--- config.mk ---
export PLATFORM = sky130hd
export DESIGN_NAME = die_temp_battery_monitor
export DESIGN_NICKNAME = d
export VERILOG_FILES = /design/src/rtl/temp_mon_pkg.sv /design/src/rtl/meas_if.sv /design/src/rtl/measure_sequencer.sv /design/src/rtl/die_temp_battery_monitor.sv
export SDC_FILE = /design/constraint.sdc
export NUM_CORES = 1
export LEC_CHECK = 0
export ABC_CLOCK_PERIOD_IN_PS = 3150
export BUFFER_PORTS_ARGS = -buffer_cell sky130_fd_sc_hd__clkbuf_2
export CORE_MARGIN = 1
export CORE_UTILIZATION = 30
export CTS_CLUSTER_DIAMETER = 50
export DETAILED_ROUTE_END_ITERATION = 8
export SLEW_MARGIN = 30
export SYNTH_ARGS = -nofsm -noshare
export SYNTH_HDL_FRONTEND = slang
export SYNTH_SLANG_ARGS = --single-unit
--- constraint.sdc ---
create_clock -name clk_in -period 3.15 [get_ports clk_in]
set_input_delay 0.1575 -clock clk_in [delete_from_list [all_inputs] [get_ports clk_in]]
set_output_delay 0.1575 -clock clk_in [all_outputs]
set_load 0.02 [all_outputs]
--- src/rtl/temp_mon_pkg.sv ---
// constants and types for the die temperature and battery monitor
// assumes a 100 MHz core clock and byte-wide registers at 16-bit byte addresses
package temp_mon_pkg;

   localparam int CLK_HZ               = 100_000_000;
   localparam int WRITE_PENDING_MS     = 6;
   localparam int WRITE_PENDING_CYCLES = WRITE_PENDING_MS * (CLK_HZ / 1000);
   localparam int TICK_S               = 1;
   localparam int TICK_CYCLES          = TICK_S * CLK_HZ;

   ////////////////////////////////////////////////////////////////////////////////
   localparam logic [15:0] ADDR_VCO_TEST = 16'h2500;
   localparam logic [15:0] ADDR_LOAD     = 16'h2704;
   localparam logic [15:0] ADDR_TEMP_HI  = 16'h2881;
   localparam logic [15:0] ADDR_TEMP_LO  = 16'h2882;
   localparam logic [15:0] ADDR_BATT     = 16'h2885;
   localparam logic [15:0] ADDR_CONFIG   = 16'h28A0;
   localparam logic [15:0] ADDR_TRIGGER  = 16'h28B4;

   localparam int CFG_BSEL_BIT = 7;
   localparam int CFG_PWR_BIT  = 6;
   localparam int CFG_BAT_BIT  = 4;
   localparam int LOAD_EN_BIT  = 3;
   localparam int TRIGGER_BIT  = 6;

   localparam logic [2:0] INTERVAL_MANUAL     = 3'h0;
   localparam logic [2:0] INTERVAL_CONTINUOUS = 3'h7;
   localparam logic [3:0] INTERVAL_BASE_EXP   = 4'h3;
   localparam int         SEC_CNT_W           = 9;

   localparam logic [7:0]  CONFIG_RESET   = 8'h00;
   localparam logic [1:0]  VCO_TEST_RESET = 2'h0;
   localparam logic        LOAD_RESET     = 1'b0;
   localparam logic        TRIGGER_RESET  = 1'b0;
   localparam logic [10:0] TEMP_RESET     = 11'h000;
   localparam logic [7:0]  BATT_RESET     = 8'h00;

   typedef enum logic [1:0] {
      normal_power_mode   = 2'h0,
      brownout_power_mode = 2'h1,
      display_only_mode   = 2'h2,
      deep_sleep_mode     = 2'h3
   } power_mode_t;

endpackage

--- src/rtl/meas_if.sv ---
// handshake between the measurement controller and the sensor sequencer
// assumes both ends run on the same core clock
`timescale 1ns/1ps
interface meas_if;
   logic        start;
   logic        batt_en;
   logic        busy;
   logic        done;
   logic [10:0] temp;
   logic [7:0]  batt;

   modport ctrl (output start, output batt_en, input busy, input done, input temp, input batt);
   modport seq  (input start, input batt_en, output busy, output done, output temp, output batt);
endinterface

--- src/rtl/measure_sequencer.sv ---
// runs one sensor conversion: raises the run request, waits for the sensor's done
// assumes sensor data stand stable while the sensor holds done high
`timescale 1ns/1ps
module measure_sequencer (
   input  wire logic        clk_in,
   input  wire logic        reset_n_in,
   meas_if.seq              m,
   input  wire logic        sensor_done_in,
   input  wire logic [10:0] sensor_temp_in,
   input  wire logic [7:0]  sensor_batt_in,
   output logic             sensor_run_out,
   output logic             sensor_batt_meas_out
);

   typedef enum logic [2:0] {
      st_idle  = 3'b001,
      st_run   = 3'b010,
      st_drain = 3'b100
   } seq_state_t;

   seq_state_t  state_r;
   seq_state_t  state_nxt;
   logic        done_s1_r;
   logic        done_s2_r;
   logic        batt_r;
   logic        done_r;
   logic [10:0] temp_r;
   logic [7:0]  batt_val_r;

   ////////////////////////////////////////////////////////////////////////////////
   always_comb begin
      state_nxt = state_r;
      unique case (state_r)
         st_idle:  if (m.start) state_nxt = st_run;
         st_run:   if (done_s2_r) state_nxt = st_drain;
         st_drain: if (!done_s2_r) state_nxt = st_idle;
         default:  state_nxt = st_idle;
      endcase
   end

   always_ff @(posedge clk_in or negedge reset_n_in) begin
      if (!reset_n_in) begin
         done_s1_r <= 1'b0;
         done_s2_r <= 1'b0;
         state_r   <= st_idle;
      end else begin
         done_s1_r <= sensor_done_in;
         done_s2_r <= done_s1_r;
         state_r   <= state_nxt;
      end
   end

   // done pulses once per conversion, with both results captured in the same edge
   always_ff @(posedge clk_in or negedge reset_n_in) begin
      if (!reset_n_in) begin
         batt_r     <= 1'b0;
         done_r     <= 1'b0;
         temp_r     <= temp_mon_pkg::TEMP_RESET;
         batt_val_r <= temp_mon_pkg::BATT_RESET;
      end else begin
         done_r <= (state_r == st_run) && done_s2_r;
         if ((state_r == st_idle) && m.start) begin
            batt_r <= m.batt_en;
         end
         if ((state_r == st_run) && done_s2_r) begin
            temp_r     <= sensor_temp_in;
            batt_val_r <= sensor_batt_in;
         end
      end
   end

   assign sensor_run_out       = state_r[1];
   assign sensor_batt_meas_out = batt_r;
   assign m.busy               = !state_r[0];
   assign m.done               = done_r;
   assign m.temp               = temp_r;
   assign m.batt               = batt_val_r;

endmodule

--- src/rtl/die_temp_battery_monitor.sv ---
// register file and measurement scheduling for the die temperature and battery monitor
// assumes a plain byte register port on the core clock; power mode comes from core logic
`timescale 1ns/1ps

// Operation
// - normal and brownout modes measure on the trigger bit with interval zero, and automatically otherwise
// - sleep and display-only modes measure automatically at the interval rate
// - periodic automatic measurement works in every power mode
// - interval 0 manual, 1 to 6 period 2^(3+n) s, 7 continuous
// - result upper eight bits one byte, lower three bits top of next
// - eleven-bit result is two's complement, -1024 to +1023
// - config write pending flag reads one, further writes ignored, up to 6 ms
// - trigger acts only with interval zero and starts one measurement
// - trigger ignored in sleep and display-only modes
// - hardware clears trigger when its measurement completes
// - supply select: 1 digital rail, 0 clock battery; forced battery in low modes
// - battery select: 1 main backup battery, 0 clock battery, measure and load
// - battery check bit adds battery reading to every measurement
// - normal mode load enable connects load to selected battery
// - load never applied in brownout, display-only or sleep modes
module die_temp_battery_monitor #(
   parameter int WRITE_PENDING_CYCLES = temp_mon_pkg::WRITE_PENDING_CYCLES,
   parameter int TICK_CYCLES          = temp_mon_pkg::TICK_CYCLES
) (
   input  wire logic                      clk_in,
   input  wire logic                      reset_n_in,
   input  wire logic [15:0]               addr_in,
   input  wire logic [7:0]                wr_data_in,
   input  wire logic                      wr_in,
   input  wire logic                      rd_in,
   output logic      [7:0]                rd_data_out,
   input  wire temp_mon_pkg::power_mode_t power_mode_in,
   input  wire logic                      sensor_done_in,
   input  wire logic [10:0]               sensor_temp_in,
   input  wire logic [7:0]                sensor_batt_in,
   output logic                           sensor_run_out,
   output logic                           sensor_batt_meas_out,
   output logic                           sensor_supply_digital_out,
   output logic                           battery_main_sel_out,
   output logic                           battery_load_en_out,
   output logic      [1:0]                sensor_vco_test_out
);

   localparam int PEND_W = $clog2(WRITE_PENDING_CYCLES + 1);
   localparam int TICK_W = $clog2(TICK_CYCLES + 1);
   localparam int SEC_W  = temp_mon_pkg::SEC_CNT_W;

   meas_if m ();

   logic [1:0]        vco_test_r;
   logic              load_en_r;
   logic [2:0]        interval_r;
   logic              bat_check_r;
   logic              supply_sel_r;
   logic              batt_sel_r;
   logic [7:0]        cfg_stage_r;
   logic              pending_r;
   logic [PEND_W-1:0] pend_cnt_r;
   logic              trigger_r;
   logic              trigger_nxt;
   logic              manual_run_r;
   logic              start_r;
   logic              batt_taken_r;
   logic              periodic_req_r;
   logic [TICK_W-1:0] tick_cnt_r;
   logic [SEC_W-1:0]  sec_cnt_r;
   logic [10:0]       temp_r;
   logic [7:0]        batt_r;
   logic [7:0]        rd_data_r;
   logic              supply_r;
   logic              load_r;

   ////////////////////////////////////////////////////////////////////////////////
   // address decode and mode decode

   wire hit_vco  = (addr_in == temp_mon_pkg::ADDR_VCO_TEST);
   wire hit_load = (addr_in == temp_mon_pkg::ADDR_LOAD);
   wire hit_thi  = (addr_in == temp_mon_pkg::ADDR_TEMP_HI);
   wire hit_tlo  = (addr_in == temp_mon_pkg::ADDR_TEMP_LO);
   wire hit_batt = (addr_in == temp_mon_pkg::ADDR_BATT);
   wire hit_cfg  = (addr_in == temp_mon_pkg::ADDR_CONFIG);
   wire hit_trig = (addr_in == temp_mon_pkg::ADDR_TRIGGER);

   wire wr_vco   = wr_in && hit_vco;
   wire wr_load  = wr_in && hit_load;
   wire wr_trig  = wr_in && hit_trig;
   wire cfg_take = wr_in && hit_cfg && !pending_r;

   wire pend_last  = (pend_cnt_r == PEND_W'(WRITE_PENDING_CYCLES - 1));
   wire cfg_commit = pending_r && pend_last;

   wire low_power  = (power_mode_in == temp_mon_pkg::deep_sleep_mode) ||
                     (power_mode_in == temp_mon_pkg::display_only_mode);
   wire normal_pwr = (power_mode_in == temp_mon_pkg::normal_power_mode);

   ////////////////////////////////////////////////////////////////////////////////
   // software registers

   always_ff @(posedge clk_in or negedge reset_n_in) begin
      if (!reset_n_in) begin
         vco_test_r <= temp_mon_pkg::VCO_TEST_RESET;
         load_en_r  <= temp_mon_pkg::LOAD_RESET;
      end else begin
         if (wr_vco) begin
            vco_test_r <= wr_data_in[1:0];
         end
         if (wr_load) begin
            load_en_r <= wr_data_in[temp_mon_pkg::LOAD_EN_BIT];
         end
      end
   end

   // config writes land in a stage and commit only after the pending time,
   // so reads during the window show the old settings with the pending bit set
   always_ff @(posedge clk_in or negedge reset_n_in) begin
      if (!reset_n_in) begin
         cfg_stage_r <= temp_mon_pkg::CONFIG_RESET;
         pending_r   <= 1'b0;
         pend_cnt_r  <= '0;
      end else if (cfg_take) begin
         cfg_stage_r <= wr_data_in;
         pending_r   <= 1'b1;
         pend_cnt_r  <= '0;
      end else if (cfg_commit) begin
         pending_r  <= 1'b0;
         pend_cnt_r <= '0;
      end else if (pending_r) begin
         pend_cnt_r <= pend_cnt_r + PEND_W'(1);
      end
   end

   always_ff @(posedge clk_in or negedge reset_n_in) begin
      if (!reset_n_in) begin
         interval_r   <= temp_mon_pkg::CONFIG_RESET[2:0];
         bat_check_r  <= temp_mon_pkg::CONFIG_RESET[temp_mon_pkg::CFG_BAT_BIT];
         supply_sel_r <= temp_mon_pkg::CONFIG_RESET[temp_mon_pkg::CFG_PWR_BIT];
         batt_sel_r   <= temp_mon_pkg::CONFIG_RESET[temp_mon_pkg::CFG_BSEL_BIT];
      end else if (cfg_commit) begin
         interval_r   <= cfg_stage_r[2:0];
         bat_check_r  <= cfg_stage_r[temp_mon_pkg::CFG_BAT_BIT];
         supply_sel_r <= cfg_stage_r[temp_mon_pkg::CFG_PWR_BIT];
         batt_sel_r   <= cfg_stage_r[temp_mon_pkg::CFG_BSEL_BIT];
      end
   end

   ////////////////////////////////////////////////////////////////////////////////
   // interval timer: one-second tick, then a seconds count up to the period

   wire       is_manual     = (interval_r == temp_mon_pkg::INTERVAL_MANUAL);
   wire       is_continuous = (interval_r == temp_mon_pkg::INTERVAL_CONTINUOUS);
   wire       is_periodic   = !is_manual && !is_continuous;
   wire       sec_tick      = (tick_cnt_r == TICK_W'(TICK_CYCLES - 1));
   wire [3:0] period_exp    = {1'b0, interval_r} + temp_mon_pkg::INTERVAL_BASE_EXP;
   wire [9:0] period_len    = 10'h001 << period_exp;
   wire [8:0] period_last   = 9'(period_len - 10'h001);
   wire       period_hit    = is_periodic && sec_tick && (sec_cnt_r == period_last);

   always_ff @(posedge clk_in or negedge reset_n_in) begin
      if (!reset_n_in) begin
         tick_cnt_r <= '0;
         sec_cnt_r  <= '0;
      end else if (cfg_commit) begin
         tick_cnt_r <= '0;
         sec_cnt_r  <= '0;
      end else begin
         tick_cnt_r <= sec_tick ? '0 : tick_cnt_r + TICK_W'(1);
         if (period_hit) begin
            sec_cnt_r <= '0;
         end else if (is_periodic && sec_tick) begin
            sec_cnt_r <= sec_cnt_r + SEC_W'(1);
         end
      end
   end

   ////////////////////////////////////////////////////////////////////////////////
   // measurement scheduling

   // start_r blocks a second start before the sequencer shows busy
   wire can_start   = !m.busy && !start_r;
   wire manual_ok   = is_manual && !low_power;
   wire manual_go   = manual_ok && trigger_r && !manual_run_r && can_start;
   wire auto_go     = can_start && (is_continuous || periodic_req_r);
   wire start_go    = manual_go || auto_go;
   wire manual_done = m.done && manual_run_r;

   // a software write in the completion cycle wins over the hardware clear
   always_comb begin
      trigger_nxt = trigger_r;
      if (wr_trig) begin
         trigger_nxt = wr_data_in[temp_mon_pkg::TRIGGER_BIT];
      end else if (manual_done) begin
         trigger_nxt = 1'b0;
      end
   end

   always_ff @(posedge clk_in or negedge reset_n_in) begin
      if (!reset_n_in) begin
         trigger_r      <= temp_mon_pkg::TRIGGER_RESET;
         manual_run_r   <= 1'b0;
         start_r        <= 1'b0;
         batt_taken_r   <= 1'b0;
         periodic_req_r <= 1'b0;
      end else begin
         trigger_r <= trigger_nxt;
         start_r   <= start_go;
         if (manual_go) begin
            manual_run_r <= 1'b1;
         end else if (manual_done) begin
            manual_run_r <= 1'b0;
         end
         if (start_go) begin
            batt_taken_r <= bat_check_r;
         end
         if (period_hit) begin
            periodic_req_r <= 1'b1;
         end else if (auto_go || !is_periodic) begin
            periodic_req_r <= 1'b0;
         end
      end
   end

   assign m.start   = start_r;
   assign m.batt_en = batt_taken_r;

   measure_sequencer u_seq (
      .clk_in               (clk_in),
      .reset_n_in           (reset_n_in),
      .m                    (m),
      .sensor_done_in       (sensor_done_in),
      .sensor_temp_in       (sensor_temp_in),
      .sensor_batt_in       (sensor_batt_in),
      .sensor_run_out       (sensor_run_out),
      .sensor_batt_meas_out (sensor_batt_meas_out)
   );

   ////////////////////////////////////////////////////////////////////////////////
   // results: both temperature bytes share one capture edge

   always_ff @(posedge clk_in or negedge reset_n_in) begin
      if (!reset_n_in) begin
         temp_r <= temp_mon_pkg::TEMP_RESET;
         batt_r <= temp_mon_pkg::BATT_RESET;
      end else if (m.done) begin
         temp_r <= m.temp;
         if (m.batt_en) begin
            batt_r <= m.batt;
         end
      end
   end

   ////////////////////////////////////////////////////////////////////////////////
   // analog controls; supply follows the register live, even mid-conversion,
   // so a stalled battery-powered run can be rescued by a switch to the rail

   always_ff @(posedge clk_in or negedge reset_n_in) begin
      if (!reset_n_in) begin
         supply_r <= 1'b0;
         load_r   <= 1'b0;
      end else begin
         supply_r <= supply_sel_r && !low_power;
         load_r   <= load_en_r && normal_pwr;
      end
   end

   assign sensor_supply_digital_out = supply_r;
   assign battery_main_sel_out      = batt_sel_r;
   assign battery_load_en_out       = load_r;
   assign sensor_vco_test_out       = vco_test_r;

   ////////////////////////////////////////////////////////////////////////////////
   // read port: data in the cycle after the strobe only, zero elsewhere

   wire [7:0] cfg_view  = {batt_sel_r, supply_sel_r, 1'b0, bat_check_r, pending_r, interval_r};
   wire [7:0] trig_view = {1'b0, trigger_r, 6'h00};
   wire [7:0] load_view = {4'h0, load_en_r, 3'h0};
   wire [7:0] rd_mux    = hit_vco  ? {6'h00, vco_test_r} :
                          hit_load ? load_view :
                          hit_thi  ? temp_r[10:3] :
                          hit_tlo  ? {temp_r[2:0], 5'h00} :
                          hit_batt ? batt_r :
                          hit_cfg  ? cfg_view :
                          hit_trig ? trig_view : 8'h00;

   always_ff @(posedge clk_in or negedge reset_n_in) begin
      if (!reset_n_in) begin
         rd_data_r <= 8'h00;
      end else begin
         rd_data_r <= rd_in ? rd_mux : 8'h00;
      end
   end

   assign rd_data_out = rd_data_r;

endmodule

* Word-level counts from Yosys, hierarchy flattened
Index checks and enable logic that the tools add are counted.
** Cells by class
- $add $sub $neg :: 5
- Equality and inequality tests :: 19
- Shift-type cells :: 1
- Multiplexer cells :: 27
- Reduce and logical (&&, ||, !) cells :: 41
** Operators with widths (count)
- $eq A16 B14 Y1 const B :: 7
- $mux W20 :: 3
- $mux W8 :: 7
- $mux W27 :: 2
- $add A27 B1 Y27 const B :: 1
- $eq A27 B27 Y1 const B :: 1
- $mux W9 :: 3
- $add A20 B1 Y20 const B :: 1
- $eq A20 B20 Y1 const B :: 1
- $logic_and A1 B1 Y1 :: 20
- $add A9 B1 Y9 const B :: 1
- $eq A9 B9 Y1 :: 1
- $mux W3 :: 3
- $pmux W3 S3 :: 1
- $shl A1 B4 Y9 const A :: 1
- $sub A9 B1 Y9 const B :: 1
- $reduce_bool A2 Y1 :: 4
- $logic_not A1 Y1 :: 7
- $mux W1 :: 7
- $mux W7 :: 1
- $eq A3 B3 Y1 const B :: 2
- $reduce_bool A3 Y1 :: 2
- $add A3 B2 Y4 const B :: 1
- $eq A2 B2 Y1 const B :: 2
- 9 further kinds :: 13
** Word-level totals
- Register bits after elaboration :: 134
- Input bits :: 50
- Output and inout port bits :: 15
- Word-level logic and storage cells :: 121

* Logic depth before layout (Yosys ltp)
- Depth after elaboration :: 9
- Gate-level depth with buffers :: 14
- Depth with buffers taken out :: 12

* Cells and area by module
Synthesis repeated with hierarchy kept, for this count alone.
** Unflattened totals
- Cells, all modules :: 640
- Area total of the unflattened synthesis :: 6765.2 sq um
** Modules (own cells, without submodules)
- die_temp_battery_monitor :: instances 1, cells each 581, area an instance 5703.0 sq um, seq. area each 2652.5 sq um
- measure_sequencer :: instances 1, cells each 59, area an instance 1062.3 sq um, seq. area each 651.9 sq um

* Worst setup path before layout
No wires, ideal clock.
- Path type :: register to register
- Start :: register interval_r[2]
- End :: register sec_cnt_r[1]
- Library setup time :: 0.122 ns
- Arrival :: 3.003 ns
- Required time :: 3.028 ns
- Setup slack :: 0.026 ns
- Cell stages (with the launch flop) :: 15
- Buffers on the path :: 3
- Clock period less this slack :: 3.124 ns
- Cell sequence :: dfrtp_1 > buf_2 > buf_6 > inv_1 > ha_1 > buf_4 > nor3_1 > nand2_1 > ha_1 > xor2_1 > xnor2_1 > nand3_1 > or4b_4 > or2_1 > a32o_1
** On the way
- Longest elaborated chain between the ends :: 7
- Elaborated cells between the ends (all ways) :: 14
- Those cells by class :: 2 x add/sub; 2 x eq/ne; 1 x shift; 2 x mux; 7 x reduce/logical
** RTL lines
- from (decl) :: RTL line die_temp_battery_monitor.sv:52 : logic [2:0] interval_r;
- from (signal assigned) :: RTL line die_temp_battery_monitor.sv:134 : interval_r <= temp_mon_pkg::CONFIG_RESET[2:0];
- from (signal assigned) :: RTL line die_temp_battery_monitor.sv:139 : interval_r <= cfg_stage_r[2:0];
- $add A3 B2 Y4, or another cell as far along :: RTL line die_temp_battery_monitor.sv:153 : wire [3:0] period_exp = {1'b0, interval_r} + temp_mon_pkg::INTERVAL_BASE_EXP;
- $shl A1 B4 Y9 / $logic_not A1 Y1 (equally long branches) :: RTL line die_temp_battery_monitor.sv:154, die_temp_battery_monitor.sv:151
- $sub A9 B1 Y9 / $logic_and A1 B1 Y1 (equally long branches) :: RTL line die_temp_battery_monitor.sv:155, die_temp_battery_monitor.sv:151
- $eq A9 B9 Y1 / $logic_and A1 B1 Y1 (equally long branches) :: RTL line die_temp_battery_monitor.sv:156, die_temp_battery_monitor.sv:169
- $logic_and A1 B1 Y1 :: RTL line die_temp_battery_monitor.sv:156 : wire period_hit = is_periodic && sec_tick && (sec_cnt_r == period_last);
- $mux W9 :: RTL line die_temp_battery_monitor.sv:167 : if (period_hit) begin
- $mux W9 :: RTL line die_temp_battery_monitor.sv:162 : end else if (cfg_commit) begin
- to (signal assigned) :: RTL line die_temp_battery_monitor.sv:170 : sec_cnt_r <= sec_cnt_r + SEC_W'(1);
- to (decl) :: RTL line die_temp_battery_monitor.sv:66 : logic [SEC_W-1:0] sec_cnt_r;
Several ways; a longest one is shown, not always the timed one.
A chain may end at the register's enable or synchronous reset.

* Worst setup path after layout
- Start :: register interval_r[0]
- End :: register sec_cnt_r[3]
Same word-level chain as after synthesis.

==> run summary <==
The maximum ir drop on the vdd rail is 0.000388 V. The total chip power is 3.74 mW. The area overhead of the layout relative to synthesis is 25.0%. In the post-route analysis, the smallest setup slack over all paths is 0.181 ns.

The number of failing hold endpoints at the final stage came out at 0. The placed wire-length estimate is 9510 um. The area of the placeable core came out at 21,000 sq um.

Of the total power, registers draw 0.455. The sequential cell area fraction in the yosys report is 0.516. The instance count of the mapped netlist came out at 609.

The area share of fa/ha/maj cells after synthesis is 0.00976. The number of nets at the end of the flow is 771. The share of total power dissipated in combinational logic is 0.036. The via count of the first global-routing pass was 4,558. The starting density of the core is 0.306.

STA puts the critical path data arrival time at 3.26 ns. Summed over all layers, the routed wires come to 13,700 um. The max-slew violation total from the final report was 0. On the critical path, the stage with the largest delay is an instance of or4b_4. In this run the remaining antenna-violating nets after routing total 0. In this run, synthesis inferred 0 flip-flops with an integrated enable. Entering global routing, the biggest net connects 69 pins.

In the routed layout, each cell is associated on average with a via count of 4.73. The library cell occupying the most area in the post-synthesis netlist is dfrtp_1. Setup repair after global routing left no endpoint under its margin.

The internal power of the cells came out at 2.83 mW. The power density normalized to cell area came out at 467 nW/um^2. For the pin with the worst max-slew slack, the measured transition is 0.656 ns. The longest individual stage delay on the worst path came out at 0.56 ns. Buffers placed on the I/O ports in this run total 63.

The multiplexer share of the synthesized area came out at 0.0947. The number of max-cap violations came out at 0. Across every metal layer, demand over resource in global routing totals 0.133. The most frequent cell after synthesis is dfrtp_1. The signal on the critical path passes through or2_1 > inv_2 > ha_4 > nor3_4 > nand2_1 > ha_2 > xor2_1 > xnor2_1 > nand3_1 > or4b_4 > o31ai_4 > nor2_1.

The xor/xnor share of the synthesized area is 0.0711. The clock net in this run drives a total of 132 sinks. Across all layers, the routed design uses 4,744 vias. The mapped cell area came out at 6410 sq um. The floorplan step set the die width to 148 um. The time the worst path needs with I/O delays and setup is 2.97 ns. The worst setup path is captured at a flip-flop. The critical path data required time is 3.44 ns. The die height is 148 um. The root buffer cell chosen for the clock tree is clkbuf_16. The power dissipated by switching net loads is 912 uW. The highest attainable clock frequency is 337 MHz. The number of design-rule violations left by the first detailed-router iteration came out at 257. Of the total power, the share spent switching nets is 0.244. The most used flip-flop cell after synthesis is dfrtp_1. The number of storage elements in the synthesis netlist came out at 132. Ranked by total cell area, the synthesized netlist is headed by dfrtp_1 (51%), mux2_2 (9.3%), xnor2_1 (4.8%). The setup skew after layout is 0.00754 ns. The top-level port count is 65. The worst setup path category is flip-flop to flip-flop. The number of remaining DRC errors came out at 0.

The portion of synthesized cell area occupied by the leading cell type is 0.512. The number of H-tree branching levels is 4. The worst setup slack before clock tree synthesis is 0.0381 ns.

STA classifies the critical path startpoint as a flip-flop. The final clock period utilization by the worst path came out at 0.943. The clock-pin slew of the registers on the worst-case setup and hold paths is 0.06 ns.

The post-synthesis simple-gate area fraction came out at 0.209. TritonCTS built the clock tree. The per-cell routed wire length is 13.6 um. The filler cells instantiated in the layout total 2,110. The share of final-layout standard cells stronger than drive strength 1 came out at 0.255. In the final timing run, aggregate negative setup slack is 0 ns. The die covers 21,900 sq um. A synthesized cell averages 10.5 sq um. Setup violations remaining at the end of the flow were counted as 0. The clock network fraction of total power came out at 0.509.

Synthesis instantiated 59 different standard cells from the library. The number of rows in the core area is 53. The maximum root-to-sink buffer count is 2. The initial antenna violation count is 0.

The worst relative slew slack is 0.563. The count of non-filler cells in the finished layout is 1,004. The maximum fanout encountered on the critical timing path is 7. The leftover overflow at the end of global routing is 0. By area, the combinational part of the netlist is dominated by simple AND/OR/NAND/NOR gates. In this run the static leakage power is 3.61 nW.

The number of placed cells counting well taps is 941. The async set-reset flop share out of synthesis is 1.00. The complex-gate fraction of the synthesized area came to 0.0736. The wire length of the first global-routing pass came out at 23,100 um. The worst hold path belongs to the class input pin to flip-flop. The later pin in the worst-skew pair is clocked with a latency of 0.42 ns. The run finished with clean final reports. The congestion estimate from routability-driven global placement came to 0.803. 0 antenna diodes ended up in the layout. The number of CTS-inserted buffers came out at 17. The length of the first detailed-routing pass in iterations came out at 4. In the synthesized netlist, the cells that appear most often are dfrtp_1 (131), nor2_1 (78), mux2_2 (53), nand2_1 (41), xnor2_1 (35).

The warning count from the yosys run came out at 0. The synthesized net count is 664.
## placed cells by master, fill, tap and decap left out, types with 3 or more instances in the layout
cell type      count
dfrtp_1          131
o22ai_1            6
a222oi_1           4
clkbuf_2          62
inv_1             15
a31oi_1            4
and4_1             3
nor3_1            19
xor2_1            17
inv_8              5
nand4_1           13
a21oi_1            8
nand3_1           32
nor2_1            78
nor3_2             3
nor2b_1           11
and3_1            10
xnor2_1           35
inv_6              6
dlygate4sd3_1     30
and2_1             4
clkbuf_16         17
mux2_2            53
nand2_1           41
ha_1               3
o21ai_0           22
nor3b_1            8
buf_4             16
nand2b_1           5
nor4_1            13
## critical path, delay by kind of cell (launching register included)
kind / cells / cell delay (ns)
compound gates: 1 / 0.38
xor+xnor: 2 / 0.33
fa+ha+maj: 2 / 0.42
buf+inv: 1 / 0.08
flops: 1 / 0.37
simple gates: 6 / 1.25
## cell type report
type | instances | area (sq um) | area share
clock buffers | 18 | 439 | 0.0548
clock inverters | 14 | 130 | 0.0163
inverters | 16 | 60.1 | 0.00750
multi-input cells | 439 | 2970 | 0.371
flip-flops and latches | 132 | 3300 | 0.413
well taps | 275 | 344 | 0.0430
repair buffers | 110 | 762 | 0.0952
## metal layers
metal  part of all wire  wire length, um  GRT usage  vias to the layer above
met5                  0                0          0                        -
met4              0.013              172     0.0495                        0
met3              0.028              379     0.0291                       11
met2               0.47             6380      0.205                       71
met1               0.49             6720      0.183                     2279
li1                   -                -          -                     2383
## flip-flops by register name, summed over array words and instances (netlist names), 2 cells and up
name,count
batt_r,8
cfg_stage_r,6
interval_r,3
pend_cnt_r,20
rd_data_out,8
sec_cnt_r,9
sensor_vco_test_out,2
temp_r,11
tick_cnt_r,27
u_seq.m.batt,8
u_seq.m.temp,11
u_seq.state_r,3
## kinds of logic (layout without fill, tap and decap cells)
| group | Yosys count | after routing |
|---|---|---|
| xor gates and xnor gates | 52 | 52 |
| muxes | 54 | 54 |
| buffers and inverters | 38 | 158 |
| DFF | 132 | 132 |
| AOI/OAI and AO/OA | 69 | 69 |
| adders and majority gates | 5 | 5 |
| and+or+nand+nor | 259 | 259 |
## power groups by stage
stage          clock network, mW  logic [mW]  registers (mW)
2_1_floorplan                  0      0.0246            1.73
3_3_place_gp                   0       0.108            1.73
3_5_place_dp                   0       0.108            1.73
4_1_cts                     1.95       0.137            1.70
5_1_grt                     2.02       0.149            1.70
6_report                    1.90       0.133            1.70
## worst paths after layout
path,endpoint,cells past startpoint,startpoint,slack [ns]
max,sec_cnt_r[3],12,interval_r[0],0.18
min,cfg_stage_r[0],2,wr_data_in[0],0.02
max reg2reg,sec_cnt_r[3],12,interval_r[0],0.18
min reg2reg,u_seq.done_s2_r,0,u_seq.done_s1_r,0.35
max in group asynchronous,pend_cnt_r[15],3,reset_n_in,2.15
min in group asynchronous,tick_cnt_r[22],2,reset_n_in,0.30
## what timing repair did
action                     CTS  global route
hold endpoints to repair    95             0
hold buffers                30             0
setup buffers                0             1
setup endpoints to repair    0            10
gates resized for setup      0             6
## per-stage QoR
step | cell area [sq um] | hold slack [ns] | utilization
after global routing | 8010 | 0.0183 | 0.382
after floorplan | 6410 | -0.138 | -
after detailed placement | 7100 | 0.227 | 0.339
after CTS | 7970 | 0.000769 | 0.380
after global placement | 7100 | 0.230 | 0.339
final | 8010 | 0.0177 | 0.382
(Power assumes the default switching activity.)
